**config.mk**
```make
export PLATFORM = sky130hd
export DESIGN_NAME = xfd_decoder
export DESIGN_NICKNAME = d
export VERILOG_FILES = /design/src/inc/xfd_pkg.sv /design/src/logic/xfd_prefix_acc.sv /design/src/logic/xfd_decoder.sv
export SDC_FILE = /design/constraint.sdc
export NUM_CORES = 1
export LEC_CHECK = 0
export ABC_AREA = 1
export BUFFER_PORTS_ARGS = -buffer_cell sky130_fd_sc_hd__buf_2
export CORE_MARGIN = 2
export CORE_UTILIZATION = 52
export CTS_CLUSTER_DIAMETER = 30
export DETAILED_ROUTE_END_ITERATION = 6
export GPL_TIMING_DRIVEN = 0
export PLACE_DENSITY = 0.75
export REMOVE_ABC_BUFFERS = 1
export SYNTH_ARGS = -nofsm -noshare
export SYNTH_HDL_FRONTEND = slang
export SYNTH_HIERARCHICAL = 1
export SYNTH_SLANG_ARGS = --single-unit
```
**constraint.sdc**
```tcl
create_clock -name clk -period 3.3 [get_ports clk]
set_input_delay 0.165 -clock clk [delete_from_list [all_inputs] [get_ports clk]]
set_output_delay 0.165 -clock clk [all_outputs]
set_load 0.05 [all_outputs]
```
**src/inc/xfd_pkg.sv**
```systemverilog
// Package with constants and carrier types for the instruction format decoder
package xfd_pkg;
	// ----------------------------------------
	// Prefix encodings
	// ----------------------------------------
	localparam logic [7:0] XFD_PFX_ES = 8'h26;
	localparam logic [7:0] XFD_PFX_CS = 8'h2e;
	localparam logic [7:0] XFD_PFX_SS = 8'h36;
	localparam logic [7:0] XFD_PFX_DS = 8'h3e;
	localparam logic [7:0] XFD_PFX_FS = 8'h64;
	localparam logic [7:0] XFD_PFX_GS = 8'h65;
	localparam logic [7:0] XFD_PFX_OPSZ = 8'h66;
	localparam logic [7:0] XFD_PFX_ADSZ = 8'h67;
	localparam logic [7:0] XFD_PFX_LOCK = 8'hf0;
	localparam logic [7:0] XFD_PFX_LOOP_NE = 8'hf2;
	localparam logic [7:0] XFD_PFX_LOOP_EQ = 8'hf3;
	// ----------------------------------------
	// Opcode encodings and field positions
	// ----------------------------------------
	localparam logic [7:0] XFD_OP_ESCAPE = 8'h0f;
	localparam logic [7:0] XFD_OP_GROUP_IMM = 8'h80;
	localparam int XFD_W_BIT = 0;
	localparam int XFD_D_BIT = 1;
	localparam int XFD_S_BIT = 1;
	localparam int XFD_MOD_HI = 7;
	localparam int XFD_MOD_LO = 6;
	localparam int XFD_REG_HI = 5;
	localparam int XFD_REG_LO = 3;
	localparam int XFD_RM_HI = 2;
	localparam int XFD_RM_LO = 0;
	localparam logic [1:0] XFD_MOD_REG = 2'h3;
	localparam logic [2:0] XFD_RM_SIB = 3'h4;
	localparam logic [3:0] XFD_MAX_LEN = 4'hf;
	localparam logic [15:0] XFD_GP_ERR_CODE = 16'h0000;
	// ----------------------------------------
	// Enumerations
	// ----------------------------------------
	typedef enum logic [2:0] {
		XFD_SEG_DEFAULT = 3'h0, XFD_SEG_ES = 3'h1, XFD_SEG_CS = 3'h2, XFD_SEG_SS = 3'h3,
		XFD_SEG_DS = 3'h4, XFD_SEG_FS = 3'h5, XFD_SEG_GS = 3'h6
	} xfd_seg_t;
	typedef enum logic [1:0] {
		XFD_SZ_8 = 2'h0, XFD_SZ_16 = 2'h1, XFD_SZ_32 = 2'h2, XFD_SZ_NONE = 2'h3
	} xfd_size_t;
	typedef enum logic [1:0] {
		XFD_REGK_GENERAL = 2'h0, XFD_REGK_SEG_WIDE = 2'h1, XFD_REGK_SEG_NARROW = 2'h2
	} xfd_regk_t;
	typedef enum logic [3:0] {
		XFD_ADDR_REG = 4'h0, XFD_ADDR_IND = 4'h1, XFD_ADDR_DISP8 = 4'h2,
		XFD_ADDR_DISPW = 4'h3, XFD_ADDR_DIRECT = 4'h4, XFD_ADDR_SIB = 4'h5,
		XFD_ADDR_SIB_D8 = 4'h6, XFD_ADDR_SIB_DW = 4'h7
	} xfd_addr_t;
	// ----------------------------------------
	// Carriers
	// ----------------------------------------
	typedef struct packed {
		xfd_seg_t seg;
		logic op_inv;
		logic ad_inv;
		logic lock;
		logic loop_ne;
		logic loop_eq;
	} xfd_pfx_t;
	typedef struct packed {
		xfd_pfx_t pfx;
		logic two_byte;
		logic [7:0] opcode;
		logic group_imm;
		logic [2:0] group_sel;
		logic op32;
		logic ad32;
		xfd_size_t op_size;
		logic dir_to_reg;
		logic reg_in_opcode;
		logic [2:0] reg_field;
		xfd_regk_t reg_kind;
		xfd_addr_t addr_mode;
		logic [1:0] sib_scale;
		logic [2:0] sib_index;
		logic [2:0] sib_base;
		xfd_size_t imm_size;
		logic imm_sext;
		logic bus_hold;
		logic repeat_en;
	} xfd_dec_t;
	// Per-opcode attributes supplied by the core's opcode table
	typedef struct packed {
		logic has_w;
		logic has_d;
		logic has_s;
		logic has_modrm;
		logic reg_in_op;
		xfd_regk_t reg_kind;
		logic has_imm;
		logic is_string;
	} xfd_opattr_t;
endpackage

```
**src/logic/xfd_prefix_acc.sv**
```systemverilog
// Prefix accumulator: folds prefix bytes into order-free flags and a last-wins segment select
`timescale 1ns/1ps
module xfd_prefix_acc
	import xfd_pkg::*;
(
	input wire logic clk,
	input wire logic rst_n,
	input wire logic clear,
	input wire logic take,
	input wire logic [7:0] byte_in,
	output logic is_prefix,
	output xfd_pfx_t pfx
);
	xfd_pfx_t pfx_reg;
	xfd_pfx_t pfx_next;
	xfd_seg_t seg_hit;
	wire logic seg_is = (seg_hit != XFD_SEG_DEFAULT);

	// Segment prefix lookup
	always_comb begin
		unique case (byte_in)
			XFD_PFX_ES: seg_hit = XFD_SEG_ES;
			XFD_PFX_CS: seg_hit = XFD_SEG_CS;
			XFD_PFX_SS: seg_hit = XFD_SEG_SS;
			XFD_PFX_DS: seg_hit = XFD_SEG_DS;
			XFD_PFX_FS: seg_hit = XFD_SEG_FS;
			XFD_PFX_GS: seg_hit = XFD_SEG_GS;
			default: seg_hit = XFD_SEG_DEFAULT;
		endcase
	end

	assign is_prefix = seg_is || byte_in == XFD_PFX_OPSZ || byte_in == XFD_PFX_ADSZ ||
		byte_in == XFD_PFX_LOCK || byte_in == XFD_PFX_LOOP_NE || byte_in == XFD_PFX_LOOP_EQ;

	// Flags are set (ORed), so their order makes no difference; a later segment prefix replaces an earlier one
	always_comb begin
		pfx_next = pfx_reg;
		if (take && seg_is) begin
			pfx_next.seg = seg_hit;
		end
		pfx_next.op_inv = pfx_reg.op_inv | (take && byte_in == XFD_PFX_OPSZ);
		pfx_next.ad_inv = pfx_reg.ad_inv | (take && byte_in == XFD_PFX_ADSZ);
		pfx_next.lock = pfx_reg.lock | (take && byte_in == XFD_PFX_LOCK);
		pfx_next.loop_ne = pfx_reg.loop_ne | (take && byte_in == XFD_PFX_LOOP_NE);
		pfx_next.loop_eq = pfx_reg.loop_eq | (take && byte_in == XFD_PFX_LOOP_EQ);
	end

	// Cleared on reset and when a decode is handed over
	always_ff @(posedge clk) begin
		if (!rst_n || clear) begin
			pfx_reg <= '0;
		end else begin
			pfx_reg <= pfx_next;
		end
	end

	assign pfx = pfx_reg;
endmodule

```
**src/logic/xfd_decoder.sv**
```systemverilog
// Instruction format decoder: prefixes, opcode, addressing bytes, immediate size
`timescale 1ns/1ps
module xfd_decoder
	import xfd_pkg::*;
(
	input wire logic clk,
	input wire logic rst_n,
	input wire logic cs_32,
	input wire logic byte_valid,
	output logic byte_ready,
	input wire logic [7:0] byte_data,
	input wire xfd_opattr_t op_attr,
	output logic [7:0] attr_opcode,
	output logic attr_two_byte,
	input wire logic exec_busy,
	output logic dec_valid,
	input wire logic dec_ready,
	output xfd_dec_t dec,
	output logic [3:0] dec_len,
	output logic gp_fault,
	output logic [15:0] gp_err_code,
	output logic bus_hold
);
	// ----------------------------------------
	// State machine
	// ----------------------------------------
	typedef enum logic [5:0] {
		ST_PFX = 6'b000001,
		ST_OP2 = 6'b000010,
		ST_MODRM = 6'b000100,
		ST_SIB = 6'b001000,
		ST_REST = 6'b010000,
		ST_DONE = 6'b100000
	} xfd_st_t;

	xfd_st_t st_reg;
	xfd_st_t st_next;
	logic [3:0] len_reg;
	logic [3:0] len_next;
	logic [5:0] tail_reg;
	logic [5:0] tail_next;
	logic [7:0] op_reg;
	logic two_reg;
	logic [7:0] modrm_reg;
	logic [7:0] sib_reg;
	logic has_modrm_reg;
	logic has_sib_reg;
	xfd_opattr_t attr_reg;
	xfd_dec_t dec_reg;
	logic dec_valid_reg;
	logic fault_reg;
	logic hold_reg;

	wire logic take = byte_valid && byte_ready;
	wire logic in_pfx = (st_reg == ST_PFX);
	wire logic is_pfx;
	xfd_pfx_t pfx;

	// Accumulates prefix flags; cleared when a decode is handed over
	xfd_prefix_acc u_pfx (
		.clk(clk),
		.rst_n(rst_n),
		.clear(dec_valid_reg && dec_ready),
		.take(take && in_pfx && is_pfx),
		.byte_in(byte_data),
		.is_prefix(is_pfx),
		.pfx(pfx)
	);

	// ----------------------------------------
	// Size functions
	// ----------------------------------------
	// Bytes of displacement implied by the addressing fields
	function automatic logic [2:0] disp_bytes(input logic [1:0] md, input logic [2:0] rm,
		input logic [2:0] base, input logic a32);
		disp_bytes = 3'h0;
		if (md == 2'h1) begin
			disp_bytes = 3'h1;
		end else if (md == 2'h2) begin
			disp_bytes = a32 ? 3'h4 : 3'h2;
		end else if (md == 2'h0) begin
			if (a32 && rm == 3'h5) begin
				disp_bytes = 3'h4;
			end else if (a32 && rm == XFD_RM_SIB && base == 3'h5) begin
				disp_bytes = 3'h4;
			end else if (!a32 && rm == 3'h6) begin
				disp_bytes = 3'h2;
			end
		end
	endfunction

	// Bytes of immediate given size code
	function automatic logic [2:0] imm_bytes(input xfd_size_t sz);
		unique case (sz)
			XFD_SZ_8: imm_bytes = 3'h1;
			XFD_SZ_16: imm_bytes = 3'h2;
			XFD_SZ_32: imm_bytes = 3'h4;
			default: imm_bytes = 3'h0;
		endcase
	endfunction

	// ----------------------------------------
	// Attribute decode of the captured bytes
	// ----------------------------------------
	// Default size comes from code segment, inverted by a prefix
	wire logic op32 = cs_32 ^ pfx.op_inv;
	wire logic ad32 = cs_32 ^ pfx.ad_inv;
	// While the addressing byte is taken the table entry is live and its copy is not loaded yet
	wire xfd_opattr_t attr_cur = (st_reg == ST_MODRM) ? op_attr : attr_reg;
	wire logic w_bit = attr_cur.has_w ? op_reg[XFD_W_BIT] : 1'b1;
	wire xfd_size_t full_sz = op32 ? XFD_SZ_32 : XFD_SZ_16;
	wire xfd_size_t op_sz = w_bit ? full_sz : XFD_SZ_8;
	wire logic s_bit = attr_cur.has_s && op_reg[XFD_S_BIT];
	// Byte-wide sign-extended immediate, else operand-sized
	wire xfd_size_t imm_sz = !attr_cur.has_imm ? XFD_SZ_NONE :
		(s_bit ? XFD_SZ_8 : op_sz);
	wire logic [1:0] md = modrm_reg[XFD_MOD_HI:XFD_MOD_LO];
	wire logic [2:0] rm = modrm_reg[XFD_RM_HI:XFD_RM_LO];
	wire logic want_sib = ad32 && md != XFD_MOD_REG && rm == XFD_RM_SIB;
	wire logic [2:0] dsp = disp_bytes(byte_data[XFD_MOD_HI:XFD_MOD_LO], byte_data[XFD_RM_HI:XFD_RM_LO],
		3'h0, ad32);
	wire logic [2:0] dsp_sib = disp_bytes(md, rm, byte_data[2:0], ad32);
	wire logic [2:0] immb = imm_bytes(imm_sz);

	// Addressing mode from form and locator fields together
	xfd_addr_t amode;
	always_comb begin
		amode = XFD_ADDR_REG;
		if (!has_modrm_reg || md == XFD_MOD_REG) begin
			amode = XFD_ADDR_REG;
		end else if (want_sib) begin
			amode = (md == 2'h0) ? XFD_ADDR_SIB : ((md == 2'h1) ? XFD_ADDR_SIB_D8 : XFD_ADDR_SIB_DW);
		end else if (md == 2'h0) begin
			amode = ((ad32 && rm == 3'h5) || (!ad32 && rm == 3'h6)) ? XFD_ADDR_DIRECT : XFD_ADDR_IND;
		end else begin
			amode = (md == 2'h1) ? XFD_ADDR_DISP8 : XFD_ADDR_DISPW;
		end
	end

	// Record assembled at the end of the instruction
	xfd_dec_t dec_build;
	always_comb begin
		dec_build = '0;
		dec_build.pfx = pfx;
		dec_build.two_byte = two_reg;
		dec_build.opcode = op_reg;
		dec_build.group_imm = !two_reg && op_reg == XFD_OP_GROUP_IMM;
		dec_build.group_sel = modrm_reg[XFD_REG_HI:XFD_REG_LO];
		dec_build.op32 = op32;
		dec_build.ad32 = ad32;
		dec_build.op_size = op_sz;
		dec_build.dir_to_reg = attr_reg.has_d ? op_reg[XFD_D_BIT] : 1'b0;
		dec_build.reg_in_opcode = attr_reg.reg_in_op;
		// Register field from the opcode's low bits or the addressing byte
		dec_build.reg_field = attr_reg.reg_in_op ? op_reg[2:0] : modrm_reg[XFD_REG_HI:XFD_REG_LO];
		dec_build.reg_kind = attr_reg.reg_kind;
		dec_build.addr_mode = amode;
		dec_build.sib_scale = has_sib_reg ? sib_reg[7:6] : 2'h0;
		dec_build.sib_index = has_sib_reg ? sib_reg[5:3] : 3'h0;
		dec_build.sib_base = has_sib_reg ? sib_reg[2:0] : 3'h0;
		dec_build.imm_size = imm_sz;
		dec_build.imm_sext = s_bit && imm_sz == XFD_SZ_8 && op_sz != XFD_SZ_8;
		dec_build.bus_hold = pfx.lock;
		dec_build.repeat_en = attr_reg.is_string && (pfx.loop_ne || pfx.loop_eq);
	end

	// ----------------------------------------
	// Sequencing
	// ----------------------------------------
	// Each taken byte counts; the sixteenth byte is taken, dropped and faulted
	wire logic over = take && len_reg == XFD_MAX_LEN;
	// No byte is taken while the tail is being sized or is already used up, else it would be lost
	wire logic pause_take = (st_reg == ST_MODRM && !op_attr.has_modrm) || (st_reg == ST_REST && tail_reg == 6'h0);
	assign byte_ready = !dec_valid_reg && !fault_reg && st_reg != ST_DONE && !pause_take;

	always_comb begin
		st_next = st_reg;
		len_next = len_reg;
		tail_next = tail_reg;
		if (take && !over) begin
			len_next = len_reg + 4'h1;
		end
		unique case (st_reg)
			ST_PFX: begin
				if (take && !over && !is_pfx) begin
					st_next = (byte_data == XFD_OP_ESCAPE) ? ST_OP2 : ST_MODRM;
				end
			end
			ST_OP2: begin
				if (take && !over) begin
					st_next = ST_MODRM;
				end
			end
			ST_MODRM: begin
				// Attributes for the opcode are valid this cycle
				if (!op_attr.has_modrm) begin
					st_next = ST_REST;
					tail_next = {3'h0, imm_bytes(op_attr.has_imm ?
						(op_attr.has_s && op_reg[XFD_S_BIT] ? XFD_SZ_8 :
						((!op_attr.has_w || op_reg[XFD_W_BIT]) ? full_sz : XFD_SZ_8)) : XFD_SZ_NONE)};
				end else if (take && !over) begin
					st_next = (ad32 && byte_data[7:6] != XFD_MOD_REG && byte_data[2:0] == XFD_RM_SIB) ?
						ST_SIB : ST_REST;
					tail_next = (byte_data[7:6] == XFD_MOD_REG) ? {3'h0, immb} : {3'h0, dsp} + {3'h0, immb};
				end
			end
			ST_SIB: begin
				if (take && !over) begin
					st_next = ST_REST;
					tail_next = {3'h0, dsp_sib} + {3'h0, immb};
				end
			end
			ST_REST: begin
				if (tail_reg == 6'h0) begin
					st_next = ST_DONE;
				end else if (take && !over) begin
					tail_next = tail_reg - 6'h1;
				end
			end
			ST_DONE: begin
				if (dec_valid_reg && dec_ready) begin
					st_next = ST_PFX;
					len_next = 4'h0;
				end
			end
			default: st_next = ST_PFX;
		endcase
	end

	// State, length and tail count
	always_ff @(posedge clk) begin
		if (!rst_n || fault_reg) begin
			st_reg <= ST_PFX;
			len_reg <= 4'h0;
			tail_reg <= 6'h0;
		end else begin
			st_reg <= st_next;
			len_reg <= len_next;
			tail_reg <= tail_next;
		end
	end

	// Opcode and addressing bytes
	always_ff @(posedge clk) begin
		if (!rst_n) begin
			op_reg <= 8'h00;
			two_reg <= 1'b0;
			modrm_reg <= 8'h00;
			sib_reg <= 8'h00;
			has_modrm_reg <= 1'b0;
			has_sib_reg <= 1'b0;
			attr_reg <= '0;
		end else if (take && !over) begin
			if (in_pfx && !is_pfx) begin
				op_reg <= byte_data;
				two_reg <= 1'b0;
				has_modrm_reg <= 1'b0;
				has_sib_reg <= 1'b0;
				modrm_reg <= 8'h00;
			end else if (st_reg == ST_OP2) begin
				op_reg <= byte_data;
				two_reg <= 1'b1;
			end else if (st_reg == ST_MODRM) begin
				modrm_reg <= byte_data;
				has_modrm_reg <= op_attr.has_modrm;
				attr_reg <= op_attr;
			end else if (st_reg == ST_SIB) begin
				sib_reg <= byte_data;
				has_sib_reg <= 1'b1;
			end
		end else if (st_reg == ST_MODRM && !op_attr.has_modrm) begin
			attr_reg <= op_attr;
		end
	end

	// Output record, fault and bus hold
	always_ff @(posedge clk) begin
		if (!rst_n) begin
			dec_reg <= '0;
			dec_valid_reg <= 1'b0;
			fault_reg <= 1'b0;
			hold_reg <= 1'b0;
		end else begin
			fault_reg <= over;
			if (st_reg == ST_DONE && !dec_valid_reg) begin
				dec_reg <= dec_build;
				dec_valid_reg <= 1'b1;
			end else if (dec_valid_reg && dec_ready) begin
				dec_valid_reg <= 1'b0;
			end
			// Held from hand-over until execution finishes
			if (dec_valid_reg && dec_ready) begin
				hold_reg <= dec_reg.bus_hold;
			end else if (!exec_busy) begin
				hold_reg <= 1'b0;
			end
		end
	end

	assign attr_opcode = op_reg;
	assign attr_two_byte = two_reg;
	assign dec = dec_reg;
	assign dec_valid = dec_valid_reg;
	assign dec_len = len_reg;
	assign gp_fault = fault_reg;
	assign gp_err_code = XFD_GP_ERR_CODE;
	assign bus_hold = hold_reg;
endmodule

```
==> impl_metrics.ini <==
[grt]
grt_overflow = 0
grt_pass1_wl_um = 21900
antenna_found_initial = 0
grt_usage = 0.239
grt_start_max_net_pins = 52
grt_pass1_vias = 4639

[clock_tree]
clkSinkCount = 109
numCtsBuffers = 9
cts_tree = built
cts.path.max_buffers = 2
ctsHoldBuffers = 0
cts_htree_levels = 3
clockRootBuffer = clkbuf_8
clk_latency_ps = 370
cts.reportedPaths.clkPinSlew_ps = 120

[floorplanning]
fp-row-count = 37
start_util = 0.532
ios = 105
die_area_mm2 = 0.0113
coreArea_mm2 = 0.0102
die_h_um = 106
die_w_um = 106

[pwr]
cellPowerDensity_mw_per_mm2 = 623
sw_frac_of_total = 0.441
p_int_mw = 2.11
leakage_nw = 2.82
power_switching_mw = 1.66
seqPwrFrac = 0.416
p_clk_frac = 0.214
ir_drop_mv = 0.324
combPwrFrac = 0.369

[yosys]
synth-main-ff-cell = dfxtp_1
synth_edf_count = 0
yosysSeqAreaShare = 0.401
ys_warn_count = 6
synthCells = 750
synth_area_mm2 = 0.00544
yosys.cell_types.count = 46
async_flop_share = 0
synth_seq_cells = 109
avgSynthCellArea_um2 = 7.25

[hold_path]
hold_class = in -> reg
hp-start = op_attr[3]

[timing]
finalSetupViolCount = 0
tightest_slew_ps = 789
timing.final.crit_period_ps = 3000
hold_viol_final = 0
holdWs_ps = 18.2
fmax_mhz = 333
period_share = 0.911
finalMaxSlewViolations = 0
slew_headroom = 0.474
clock_skew_ps = 19.0

[drt]
drt_iter0_markers = 412
vias_per_cell = 5.32
drt_first_pass_iters = 6
ant_nets = 0
drt_wl_total_um = 13500
via_count = 5095
drc = 0
wl_per_cell_um = 14.1

[setup_path]
critPathKind = reg -> reg
cpPeakStageDelay_ps = 410
end_kind = flip-flop
slowest_stage = fa_1
critPathLaunch = st_reg[2]
reg2reg_from = st_reg[2]
required_ps = 3570
crit_arrival_ps = 3270
crit_fanout = 11
crit_path_frequent_cell = nor2_1
startpoint_type = flip-flop
worstPathCellList = inv_1 > nor2_1 > nand3_4 > inv_4 > nand2_1 > nand3_1 > nand2_1 > nor2_1 > inv_1 > nor2_2 > inv_1 > fa_1 > xnor2_1 > a32oi_1 > a21oi_1 > nor2_1 > nor2_1

[layout]
multiInputGateArea_mm2 = 0.00274
num-fill-cells = 991
syn_to_final_growth_pct = 11.1
drive_above_1_share = 0.185
largest_register_ff_count = 47
regArea_mm2 = 0.00218
fin_nets = 850
antenna_cells = 0
final_cells = 957

[placement]
dp_hpwl_um = 9930
gp_congestion = 0.868
dp.cells = 941
io_buffers = 87

[run]
max_cap_viol_count = 0

[status]
outcome = finished, final reports clean
==> kinds of logic after synthesis <==
group,after synthesis,synth area share
AO/OA/AOI/OAI,166,0.170
XOR/XNOR,8,0.0129
adder cells (fa/ha/maj),11,0.0281
buffers and inverters,125,0.110
flip-flops,109,0.401
other,1,0.000689
AND/OR/NAND/NOR,330,0.278
==> metal layers <==
layer	part of all wire	GRT usage	wire length (um)
met1	0.45	0.322	6090
met2	0.47	0.398	6340
met3	0.061	0.0294	825
met4	0.017	0.0771	233
met5	0	0	0
==> power groups by stage <==
stage,Sequential (mW),Clock (mW),Combinational (mW)
CTS,1.57,0.828,1.38
floorplan,1.88,0,0.739
detailed placement,1.60,0,1.37
finish,1.57,0.807,1.39
global route,1.59,0.873,1.52
global placement,1.59,0,1.33
==> cell usage after synthesis (2+ instances only) <==
cell type	count	area, um2
inv_2	6	22.5
inv_4	2	12.5
xor2_1	5	43.8
inv_1	68	255
o21a_1	2	15.0
buf_2	2	10.0
nor4_1	5	31.3
fa_1	2	40.0
o21ai_1	4	20.0
nand3_1	44	220
clkbuf_1	16	60.1
nor3b_1	2	15.0
buf_4	28	210
a21oi_4	2	32.5
a31oi_1	2	12.5
o21bai_1	2	15.0
dfxtp_1	109	2180
nor2_1	101	379
nand3_2	3	30.0
nand4_1	10	62.6
o21ai_0	61	305
buf_6	2	22.5
a21oi_1	79	395
nor2_4	5	56.3
nand3b_1	2	15.0
o21ai_2	2	17.5
nand2_4	3	33.8
nand2_2	10	62.6
xnor2_1	3	26.3
nand2_1	125	469
a211oi_1	4	30.0
nor3_1	11	55.1
ha_1	9	113
nor2_2	6	37.5
a21oi_2	2	17.5
==> cell usage in the layout, fill, tap and decap left out, types with 2 or more instances in the layout <==
cell type / n
nand2_2: 10
xor2_1: 5
nand3_4: 2
clkinv_8: 2
fa_1: 2
o21a_1: 2
o21ai_1: 4
nor2_1: 99
a211oi_1: 4
clkbuf_8: 9
dfxtp_1: 109
a21oi_2: 2
a21oi_4: 2
nor2_2: 7
inv_1: 68
inv_2: 6
nor2_4: 6
o21bai_1: 2
nor3b_1: 2
nand3_1: 43
nand2_4: 3
nor4_1: 5
o21ai_0: 61
nand3_2: 3
buf_2: 87
o21ai_2: 2
inv_4: 2
nand4_1: 10
nand2_1: 125
nor3_1: 11
nand3b_1: 2
xnor2_1: 3
ha_1: 9
a31oi_1: 2
conb_1: 17
a21oi_1: 79
inv_8: 2
==> final cells by class <==
class | count | share of cell area
well taps | 136 | 0.0282
multi-input cells | 532 | 0.454
inverters | 76 | 0.0480
repair buffers | 88 | 0.0754
clock inverters | 7 | 0.0128
clock buffers | 9 | 0.0205
flip-flops and latches | 109 | 0.361
==> critical path: cells and delay by family (launching register included) <==
| kind | cells | cell delay [ps] |
|---|---|---|
| AO/OA/AOI/OAI | 2 | 240 |
| XOR/XNOR | 1 | 140 |
| adder cells (fa/ha/maj) | 1 | 410 |
| buffers and inverters | 4 | 400 |
| flip-flops | 1 | 370 |
| AND/OR/NAND/NOR | 9 | 1330 |
==> per-stage QoR <==
step | power [mW] | setup TNS, ps | cell area [um2] | util | setup slack, ps
finish | 3.76 | 0 | 6040 | 0.591 | 295
global route | 3.98 | -7.93 | 6040 | 0.591 | -7.93
CTS | 3.77 | 0 | 6030 | 0.590 | 117
detailed placement | 2.96 | -9.81 | 5830 | 0.570 | -9.81
global placement | 2.92 | -57370 | 5800 | 0.567 | -1720
floorplan | 2.62 | -121 | 5190 | - | -74.9
==> worst paths after layout <==
path	end	slack (ps)	cells past startpoint
max	tail_reg[2]	300	17
min	attr_reg[3]	20	3
max reg2reg	tail_reg[2]	300	17
min reg2reg	dec[38]	460	2
==> timing repair <==
item | in CTS | in global routing
endpoints found under the setup margin | 2 | 2
buffers inserted | 0 | 0
gates resized for setup | 1 | 2
No activity file was read; power rests on OpenSTA's default activity.
